[config.mk]
export PLATFORM = sky130hd
export DESIGN_NAME = ldcb_config_bank
export DESIGN_NICKNAME = d
export VERILOG_FILES = /design/src/ldcb_config_bank.v
export VERILOG_INCLUDE_DIRS = /design/src
export SDC_FILE = /design/constraint.sdc
export NUM_CORES = 1
export LEC_CHECK = 0
export BUFFER_PORTS_ARGS = -buffer_cell sky130_fd_sc_hd__buf_2
export CAP_MARGIN = 20
export CORE_MARGIN = 4
export CORE_UTILIZATION = 50
export CTS_CLUSTER_DIAMETER = 50
export CTS_CLUSTER_SIZE = 25
export DETAILED_ROUTE_END_ITERATION = 16
export PLACE_DENSITY = 0.84
export SLEW_MARGIN = 20
export SYNTH_ARGS = -nofsm -noshare
export SYNTH_HDL_FRONTEND = slang
export SYNTH_SLANG_ARGS = --single-unit
[constraint.sdc]
create_clock -name clk -period 32.9 [get_ports clk]
set_input_delay 6.58 -clock clk [delete_from_list [all_inputs] [get_ports clk]]
set_output_delay 6.58 -clock clk [all_outputs]
set_load 0.1 [all_outputs]
[src/ldcb_map.vh]
// Register map, reset values and field positions of the configuration bank
`ifndef LDCB_MAP_VH
`define LDCB_MAP_VH

// ==========================================
// Word offsets
`define LDCB_OFS_CUR_DEV 8'h9B
`define LDCB_OFS_PHASE 8'h9C
`define LDCB_OFS_PWM_IN 8'h9D
`define LDCB_OFS_DIAG 8'hA4
`define LDCB_OFS_DIAG_TD 8'h9E
`define LDCB_OFS_ADJ 8'h9F
`define LDCB_OFS_OPEN 8'hA0
`define LDCB_OFS_ANODE 8'hA1
`define LDCB_OFS_MAP0 8'hA2
`define LDCB_OFS_MAP1 8'hA3

// ==========================================
// Reset values
`define LDCB_RST_CUR_DEV 16'h1820
`define LDCB_RST_PHASE 16'hFFFF
`define LDCB_RST_PWM_IN 16'h86F3
`define LDCB_RST_DIAG_TD 16'h09D0
`define LDCB_RST_ADJ 16'hFFFF
`define LDCB_RST_OPEN 16'h2020
`define LDCB_RST_ANODE 16'hFFFF
`define LDCB_RST_MAP 16'h0000
`define LDCB_RST_WDT 16'h0007

// ==========================================
// Field positions
`define LDCB_LOW_POWER_DURING_INIT_BIT 14
`define LDCB_RES_BIT 15
`define LDCB_DEC0_BIT 9
`define LDCB_DEC1_BIT 10
`define LDCB_FB_BIT 11
`define LDCB_INV1_BIT 12
`define LDCB_GATE_BIT 13
`define LDCB_ANA0_BIT 14
`define LDCB_ANA1_BIT 15

// ==========================================
// Scaling constants
`define LDCB_ISET_BASE_UA 17'h01388
`define LDCB_ISET_SPAN_UA 17'h1174C
`define LDCB_ISET_MAX_CODE 17'h0003F
`define LDCB_VDEN_STEP_MV 15'h0273
`define LDCB_OPEN_STEP_MV 15'h004E
`define LDCB_SHORT_STEP_MV 15'h04E2
`define LDCB_PHASE_STEP 10'h020
`define LDCB_WDT_LP_MULT 13'h0003
`define LDCB_ERR_ON 3'h7

`endif

[src/ldcb_config_bank.v]
// Configuration word bank of the LED driver with decoded settings
`timescale 1ns/1ps
`include "ldcb_map.vh"

module ldcb_config_bank #(
   parameter CLK_MHZ = 20
)(
   input wire clk,
   input wire resetn,
   input wire wr_en,
   input wire rd_en,
   input wire [7:0] addr,
   input wire [15:0] wdata,
   output reg [15:0] rd_data_q,
   output reg rd_valid_q,
   input wire otp_emul_mode,
   input wire otp_write_mode,
   input wire init_mode,
   input wire general_input_0,
   input wire general_input_1,
   output wire [5:0] current_code_ch14,
   output wire [5:0] current_code_ch15,
   output wire [16:0] current_ch14_ua,
   output wire [16:0] current_ch15_ua,
   output wire [2:0] diag_filter_count,
   output wire low_power_during_init,
   output wire low_power_active,
   output wire [15:0] phase_delay_enable_n,
   output wire [3:0] pwm_base_rate,
   output wire [10:0] pwm_base_hz,
   output wire [9:0] phase_step_counts,
   output wire input0_duty_decode_en,
   output wire input1_duty_decode_en,
   output wire out0_regulator_feedback_en,
   output wire input1_effective,
   output wire outputs_enabled,
   output wire input0_analog_select,
   output wire input1_analog_select,
   output wire input0_pulldown_en,
   output wire input1_pulldown_en,
   output wire [14:0] diag_enable_thresh_supply_mv,
   output wire [14:0] diag_enable_thresh_led_mv,
   output wire [2:0] diag_sample_delay,
   output wire [9:0] diag_sample_delay_us,
   output wire [13:0] diag_sample_delay_cycles,
   output wire last_output_error_pin_en,
   output wire [15:0] adjacent_short_monitor_en,
   output wire [14:0] open_load_thresh_supply_mv,
   output wire [14:0] open_load_thresh_led_mv,
   output wire [15:0] anode_reference_select,
   output wire [15:0] input0_channel_mask,
   output wire [15:0] input1_channel_mask,
   output wire [15:0] channel_input_drive,
   output wire [15:0] channel_input_mapped,
   output wire watchdog_enabled,
   output wire [12:0] watchdog_timeout_ms,
   output wire [14:0] short_to_led_supply_thresh_mv,
   output wire short_to_led_supply_det_en
);

   // ==========================================
   // Conversion functions
   function [16:0] iset_ua;
      input [5:0] code;
      reg [33:0] prod;
      reg [33:0] quot;
      begin
         // Full code times span overflows 17 bits, so divide at full width
         prod = {28'h0000000, code} * {17'h00000, `LDCB_ISET_SPAN_UA};
         quot = prod / {17'h00000, `LDCB_ISET_MAX_CODE};
         // Quotient never exceeds the span, so the cut keeps every bit
         iset_ua = `LDCB_ISET_BASE_UA + quot[16:0];
      end
   endfunction

   function [14:0] scale_mv;
      input [7:0] code;
      input [14:0] step;
      reg [22:0] prod;
      begin
         prod = {15'h0000, code} * {8'h00, step};
         scale_mv = prod[14:0];
      end
   endfunction

   function [10:0] pwm_hz;
      input [3:0] code;
      begin
         // Rounded rates, as a host would quote them
         case (code)
            4'h0: pwm_hz = 11'h064;
            4'h1: pwm_hz = 11'h0C8;
            4'h2: pwm_hz = 11'h0F0;
            4'h3: pwm_hz = 11'h12C;
            4'h4: pwm_hz = 11'h168;
            4'h5: pwm_hz = 11'h190;
            4'h6: pwm_hz = 11'h21C;
            4'h7: pwm_hz = 11'h258;
            4'h8: pwm_hz = 11'h294;
            4'h9: pwm_hz = 11'h2D0;
            4'hA: pwm_hz = 11'h30C;
            4'hB: pwm_hz = 11'h384;
            4'hC: pwm_hz = 11'h4B0;
            4'hD: pwm_hz = 11'h5DC;
            4'hE: pwm_hz = 11'h708;
            default: pwm_hz = 11'h7D0;
         endcase
      end
   endfunction

   function [9:0] delay_us;
      input [2:0] code;
      begin
         case (code)
            3'h0: delay_us = 10'h008;
            3'h1: delay_us = 10'h010;
            3'h2: delay_us = 10'h018;
            3'h3: delay_us = 10'h030;
            3'h4: delay_us = 10'h060;
            3'h5: delay_us = 10'h0C0;
            3'h6: delay_us = 10'h12C;
            default: delay_us = 10'h258;
         endcase
      end
   endfunction

   function [12:0] wdt_ms;
      input [2:0] code;
      begin
         case (code)
            3'h1: wdt_ms = 13'h0014;
            3'h2: wdt_ms = 13'h0032;
            3'h3: wdt_ms = 13'h0064;
            3'h4: wdt_ms = 13'h00C8;
            3'h5: wdt_ms = 13'h01F4;
            3'h6: wdt_ms = 13'h03E8;
            3'h7: wdt_ms = 13'h07D0;
            default: wdt_ms = 13'h0000;
         endcase
      end
   endfunction

   // ==========================================
   // Storage
   reg [14:0] cur_dev_q;
   reg [15:0] phase_q;
   reg [15:0] pwm_in_q;
   reg [15:0] diag_td_q;
   reg [15:0] adj_q;
   reg [15:0] open_q;
   reg [15:0] anode_q;
   reg [15:0] map0_q;
   reg [15:0] map1_q;
   reg [15:0] wdt_q;
   reg [15:0] rd_data_d;
   wire prot_ok;
   wire [14:0] cur_dev_wr;
   reg [31:0] dly_prod;
   // Bit 15 of the first word is never stored, so its reset image drops it
   localparam [15:0] RST_CUR_DEV = `LDCB_RST_CUR_DEV;

   assign prot_ok = otp_emul_mode | otp_write_mode;
   // Only the low power bit is open to writes outside programming modes
   assign cur_dev_wr = prot_ok ? wdata[14:0] :
      {wdata[`LDCB_LOW_POWER_DURING_INIT_BIT], cur_dev_q[13:0]};

   always @(posedge clk or negedge resetn)
   begin
      if (!resetn)
      begin
         cur_dev_q <= RST_CUR_DEV[14:0];
         phase_q <= `LDCB_RST_PHASE;
         pwm_in_q <= `LDCB_RST_PWM_IN;
         diag_td_q <= `LDCB_RST_DIAG_TD;
         adj_q <= `LDCB_RST_ADJ;
         open_q <= `LDCB_RST_OPEN;
         anode_q <= `LDCB_RST_ANODE;
         map0_q <= `LDCB_RST_MAP;
         map1_q <= `LDCB_RST_MAP;
         wdt_q <= `LDCB_RST_WDT;
      end
      else if (wr_en)
      begin
         if (addr == `LDCB_OFS_CUR_DEV)
            cur_dev_q <= cur_dev_wr;
         // Locked words drop the write with no sign to the host
         else if (prot_ok)
         begin
            case (addr)
               `LDCB_OFS_PHASE: phase_q <= wdata;
               `LDCB_OFS_PWM_IN: pwm_in_q <= wdata;
               `LDCB_OFS_DIAG_TD: diag_td_q <= wdata;
               `LDCB_OFS_ADJ: adj_q <= wdata;
               `LDCB_OFS_OPEN: open_q <= wdata;
               `LDCB_OFS_ANODE: anode_q <= wdata;
               `LDCB_OFS_MAP0: map0_q <= wdata;
               `LDCB_OFS_MAP1: map1_q <= wdata;
               `LDCB_OFS_DIAG: wdt_q <= wdata;
               default: cur_dev_q <= cur_dev_q;
            endcase
         end
      end
   end

   // ==========================================
   // Read path, one cycle after the request
   always @*
   begin
      case (addr)
         `LDCB_OFS_CUR_DEV: rd_data_d = {1'b0, cur_dev_q};
         `LDCB_OFS_PHASE: rd_data_d = phase_q;
         `LDCB_OFS_PWM_IN: rd_data_d = pwm_in_q;
         `LDCB_OFS_DIAG_TD: rd_data_d = diag_td_q;
         `LDCB_OFS_ADJ: rd_data_d = adj_q;
         `LDCB_OFS_OPEN: rd_data_d = open_q;
         `LDCB_OFS_ANODE: rd_data_d = anode_q;
         `LDCB_OFS_MAP0: rd_data_d = map0_q;
         `LDCB_OFS_MAP1: rd_data_d = map1_q;
         `LDCB_OFS_DIAG: rd_data_d = wdt_q;
         // Unmapped offsets read as zero, never as stale data
         default: rd_data_d = 16'h0000;
      endcase
   end

   always @(posedge clk or negedge resetn)
   begin
      if (!resetn)
      begin
         rd_data_q <= 16'h0000;
         rd_valid_q <= 1'b0;
      end
      else
      begin
         // Every read gets its valid pulse, mapped or not
         rd_valid_q <= rd_en;
         if (rd_en)
            rd_data_q <= rd_data_d;
      end
   end

   // ==========================================
   // Channel current and device settings
   assign current_code_ch14 = cur_dev_q[5:0];
   assign current_code_ch15 = cur_dev_q[11:6];
   assign current_ch14_ua = iset_ua(current_code_ch14);
   assign current_ch15_ua = iset_ua(current_code_ch15);
   // Reserved code 0 reports a count of zero rather than guessing
   assign diag_filter_count = {cur_dev_q[13:12], 1'b0};
   assign low_power_during_init = cur_dev_q[`LDCB_LOW_POWER_DURING_INIT_BIT];
   assign low_power_active = low_power_during_init & init_mode;

   // ==========================================
   // PWM timing
   // Stored bit 0 is kept for readback but never reaches the outputs
   assign phase_delay_enable_n = {phase_q[15:1], 1'b0};
   assign pwm_base_rate = pwm_in_q[3:0];
   assign pwm_base_hz = pwm_hz(pwm_base_rate);
   assign phase_step_counts = {1'b0, pwm_in_q[8:4]} * `LDCB_PHASE_STEP;

   // ==========================================
   // General input handling
   assign input0_duty_decode_en = pwm_in_q[`LDCB_DEC0_BIT];
   assign input1_duty_decode_en = pwm_in_q[`LDCB_DEC1_BIT];
   assign out0_regulator_feedback_en = pwm_in_q[`LDCB_FB_BIT];
   assign input1_effective =
      general_input_1 ^ pwm_in_q[`LDCB_INV1_BIT];
   assign outputs_enabled =
      ~pwm_in_q[`LDCB_GATE_BIT] | general_input_0;
   assign input0_analog_select = pwm_in_q[`LDCB_ANA0_BIT];
   assign input1_analog_select = pwm_in_q[`LDCB_ANA1_BIT];
   assign input0_pulldown_en = ~input0_analog_select;
   assign input1_pulldown_en = ~input1_analog_select;

   // ==========================================
   // Diagnostic thresholds and delay
   assign diag_enable_thresh_supply_mv =
      scale_mv({3'h0, diag_td_q[4:0]}, `LDCB_VDEN_STEP_MV);
   assign diag_enable_thresh_led_mv =
      scale_mv({3'h0, diag_td_q[9:5]}, `LDCB_VDEN_STEP_MV);
   assign diag_sample_delay = diag_td_q[12:10];
   assign diag_sample_delay_us = delay_us(diag_sample_delay);
   always @*
   begin
      // Longest delay times the clock rate still fits the 14-bit count
      dly_prod = {22'h000000, diag_sample_delay_us} * CLK_MHZ;
   end
   assign diag_sample_delay_cycles = dly_prod[13:0];
   // Mixed codes leave the pin function off, as a safe reading
   assign last_output_error_pin_en =
      (diag_td_q[15:13] == `LDCB_ERR_ON);
   assign adjacent_short_monitor_en = adj_q;
   assign open_load_thresh_supply_mv =
      scale_mv(open_q[7:0], `LDCB_OPEN_STEP_MV);
   assign open_load_thresh_led_mv =
      scale_mv(open_q[15:8], `LDCB_OPEN_STEP_MV);
   assign anode_reference_select = anode_q;

   // ==========================================
   // Input to channel mapping
   assign input0_channel_mask = map0_q;
   assign input1_channel_mask = map1_q;
   assign channel_input_mapped = map0_q | map1_q;
   // Second input drives its channels after the optional inversion
   assign channel_input_drive = (map0_q & {16{general_input_0}}) |
      (map1_q & {16{input1_effective}});

   // ==========================================
   // Watchdog and short detection
   assign watchdog_enabled = (wdt_q[2:0] != 3'h0);
   // Tripled timeout of the slowest code still fits 13 bits
   assign watchdog_timeout_ms = low_power_active ?
      wdt_ms(wdt_q[2:0]) * `LDCB_WDT_LP_MULT : wdt_ms(wdt_q[2:0]);
   assign short_to_led_supply_thresh_mv =
      scale_mv({4'h0, wdt_q[6:3]}, `LDCB_SHORT_STEP_MV);
   assign short_to_led_supply_det_en = (wdt_q[6:3] != 4'h0);

endmodule

==> results.json <==
{
  "drc": 0,
  "routed_wl_um": 73000,
  "power.total_mw": 1.34,
  "routedWlPerCell_um": 20.7,
  "fin_skew_ps": 8.86,
  "critPathArrivalTime_ps": 14990,
  "ys_types": 133,
  "ant_nets": 0,
  "cts_buffers": 17,
  "p_per_area_nw_per_um2": 52.2,
  "hp-class": "flop to flop",
  "hold_path_end": "wdt_q[13]",
  "tritoncts": "yes",
  "ys.flop_type": "dfrtp_1",
  "min_path_cells": 1,
  "syn-cell-area_um2": 23200,
  "synth_edf_count": 0,
  "avgSynthCellArea_um2": 8.68,
  "synthTopCellsByArea": "ha_1 (12%), dfrtp_1 (11%), dfstp_2 (7.9%)",
  "syn_inst": 2668,
  "cts.repair.resized": 0,
  "rsz0062_at_grt": "no",
  "hold_buffers": 0,
  "place_ws_ps": 12030,
  "tns_ps": 0,
  "p_leak_nw": 12.3,
  "grt_pass1_vias": 20900,
  "htreeDepth": 4,
  "r2r_end": "rd_data_q[5]",
  "report.final.slew_viol_count": 0,
  "routed_via_density": 6.28,
  "yosysSeqAreaShare_pct": 19.4,
  "core_area_um2": 45600,
  "required_ps": 26320,
  "async_flop_share_pct": 100,
  "fp.dieH_um": 223,
  "place_area_um2": 25000,
  "die_w_um": 223,
  "dieArea_um2": 49800,
  "yosysMostFrequentCell": "ha_1",
  "synth_top_area_cell": "ha_1",
  "setup_viol_count_final": 0,
  "clock_path_buffers": 2,
  "initial_core_util_pct": 50.8,
  "reg2reg_from": "diag_td_q[5]",
  "hold_viol": 0,
  "grt_max_degree": 108,
  "drt_pre_antenna_iters": 8,
  "port_buffers": 345,
  "status": "complete, no violations",
  "root_buffer": "clkbuf_16",
  "final_nets": 3228,
  "grt_usage_pct": 27.9,
  "drtIter0Drc": 1899,
  "crit_fanout": 15,
  "irDropWorstVdd_mv": 0.0899,
  "cap_violations": 0,
  "postLayoutCellArea_um2": 25600,
  "synth-seq-cells": 176,
  "slew_headroom_pct": 26.3,
  "area_delta_synth_final_pct": 10.5,
  "critPathCaptureType": "output port",
  "grt_overflow": 0,
  "antenna_found_initial": 2,
  "fin_crit_ps": 21570,
  "critPathMaxStageDelay_ps": 720,
  "grt_pass1_wl_um": 114000,
  "num_rows": 78,
  "ios": 365,
  "reg2reg_slack_ps": 30780,
  "drive_gt1_share_pct": 25.8,
  "dp_hpwl_um": 57700,
  "min_from": "wdt_q[13]",
  "critical_path_class": "flop to output port",
  "postCtsSetupBuffers": 0,
  "place.gp.congestion": 0.981,
  "path_clk_slew_ps": 70,
  "synth_common_cells": "ha_1 (226), inv_1 (193), nand2_1 (187)",
  "ff2ff_path_depth": 7,
  "synth_top_cell_area_share_pct": 12.2,
  "slowest_stage": "dfrtp_1",
  "worst_pin_slew_ps": 1100,
  "finalCritPeriodShare_pct": 65.6,
  "vias": 22100,
  "startpoint_type": "flop",
  "synth_warnings": 0,
  "setup_slack_ps": 11330,
  "cts_sinks": 176,
  "clkLatencyLatePin_ps": 440,
  "max_freq_mhz": 46.4
}
==> worst max-delay path by stage <==
| stage | start | to | slack [ps] | cells after the start |
|---|---|---|---|---|
| floorplan | cur_dev_q[1] | current_ch14_ua[13] | 11250 | 46 |
| global placement | cur_dev_q[10] | current_ch15_ua[0] | 12260 | 47 |
| detailed placement | cur_dev_q[10] | current_ch15_ua[0] | 12030 | 47 |
| CTS | cur_dev_q[10] | current_ch15_ua[0] | 11560 | 47 |
| global route | cur_dev_q[10] | current_ch15_ua[0] | 10210 | 47 |
| finish | cur_dev_q[10] | current_ch15_ua[0] | 11330 | 47 |
==> cell type report <==
class                           count  area, um^2
Antenna cell                        1        2.50
Clock buffer                       18         439
Clock inverter                     14         121
Fill cell                        4077       20000
Inverter                          194         728
Multi-Input combinational cell   2163       17200
Sequential cell                   176        4490
Tap cell                          600         751
Timing Repair Buffer              358        1830
==> through the flow <==
step / utilization [%] / instances / hold slack (ps)
final: 56.2 / 3524 / 514
after global routing: 56.2 / 3524 / 521
after CTS: 56.1 / 3523 / 515
after detailed placement: 54.9 / 3491 / 498
after global placement: 54.9 / 3491 / 490
after floorplan: - / 2686 / 481
==> worst max-delay path, delay by kind of cell, from the launching register on <==
| kind | cells | cell delay, ps |
|---|---|---|
| compound gates | 18 | 5470 |
| simple gates | 17 | 4530 |
| fa+ha+maj | 5 | 2220 |
| flops | 1 | 720 |
| mux | 2 | 670 |
| xor+xnor | 1 | 460 |
| buf+inv | 4 | 460 |
==> cell usage in the layout, fill, tap and decap left out, types with 30 or more instances in the layout <==
cell type and instances:
or2_2 33, a21oi_1 142, a22oi_1 38, buf_2 344, and3_1 31, nand2_1 187, o21ai_0 104, nand3_1 73
dfrtp_1 106, xor2_1 48, and2_1 30, o21a_1 30, o21bai_1 30, mux2_2 158, nor3_1 55, a21o_1 42
dfstp_2 70, fa_1 59, inv_1 193, ha_1 226, xnor2_1 102, nor2_1 154
==> registers in the layout (all words and copies together) (netlist names) <==
signal / count
rd_data_q: 16
diag_td_q: 16
adjacent_short_monitor_en: 16
wdt_q: 16
phase_q: 16
rd_valid_q: 1
input0_channel_mask: 16
anode_reference_select: 16
input1_channel_mask: 16
pwm_in_q: 16
cur_dev_q: 15
open_q: 16
==> power breakdown <==
group,internal (mW),switching [mW]
Combinational,0.193,0.701
Clock,0.102,0.0950
Sequential,0.227,0.0167
==> kinds of logic after synthesis <==
kind of cell	after synthesis	share of synthesized area (%)
compound gates	779	25.0
xor+xnor	158	6.31
fa+ha+maj	288	17.4
buf+inv	347	6.75
flops	176	19.4
mux	180	8.81
other cells	2	0.0324
simple gates	738	16.3
==> routing by layer <==
layer / up-vias / part of all wire (%) / track usage, %
li1: 10300 / - / -
met1: 10600 / 41 / 36.6
met2: 1038 / 46 / 45.6
met3: 183 / 7.5 / 4.50
met4: 0 / 4.9 / 12.1
met5: - / 0 / 0
No activity file was read; power rests on OpenSTA's default activity.
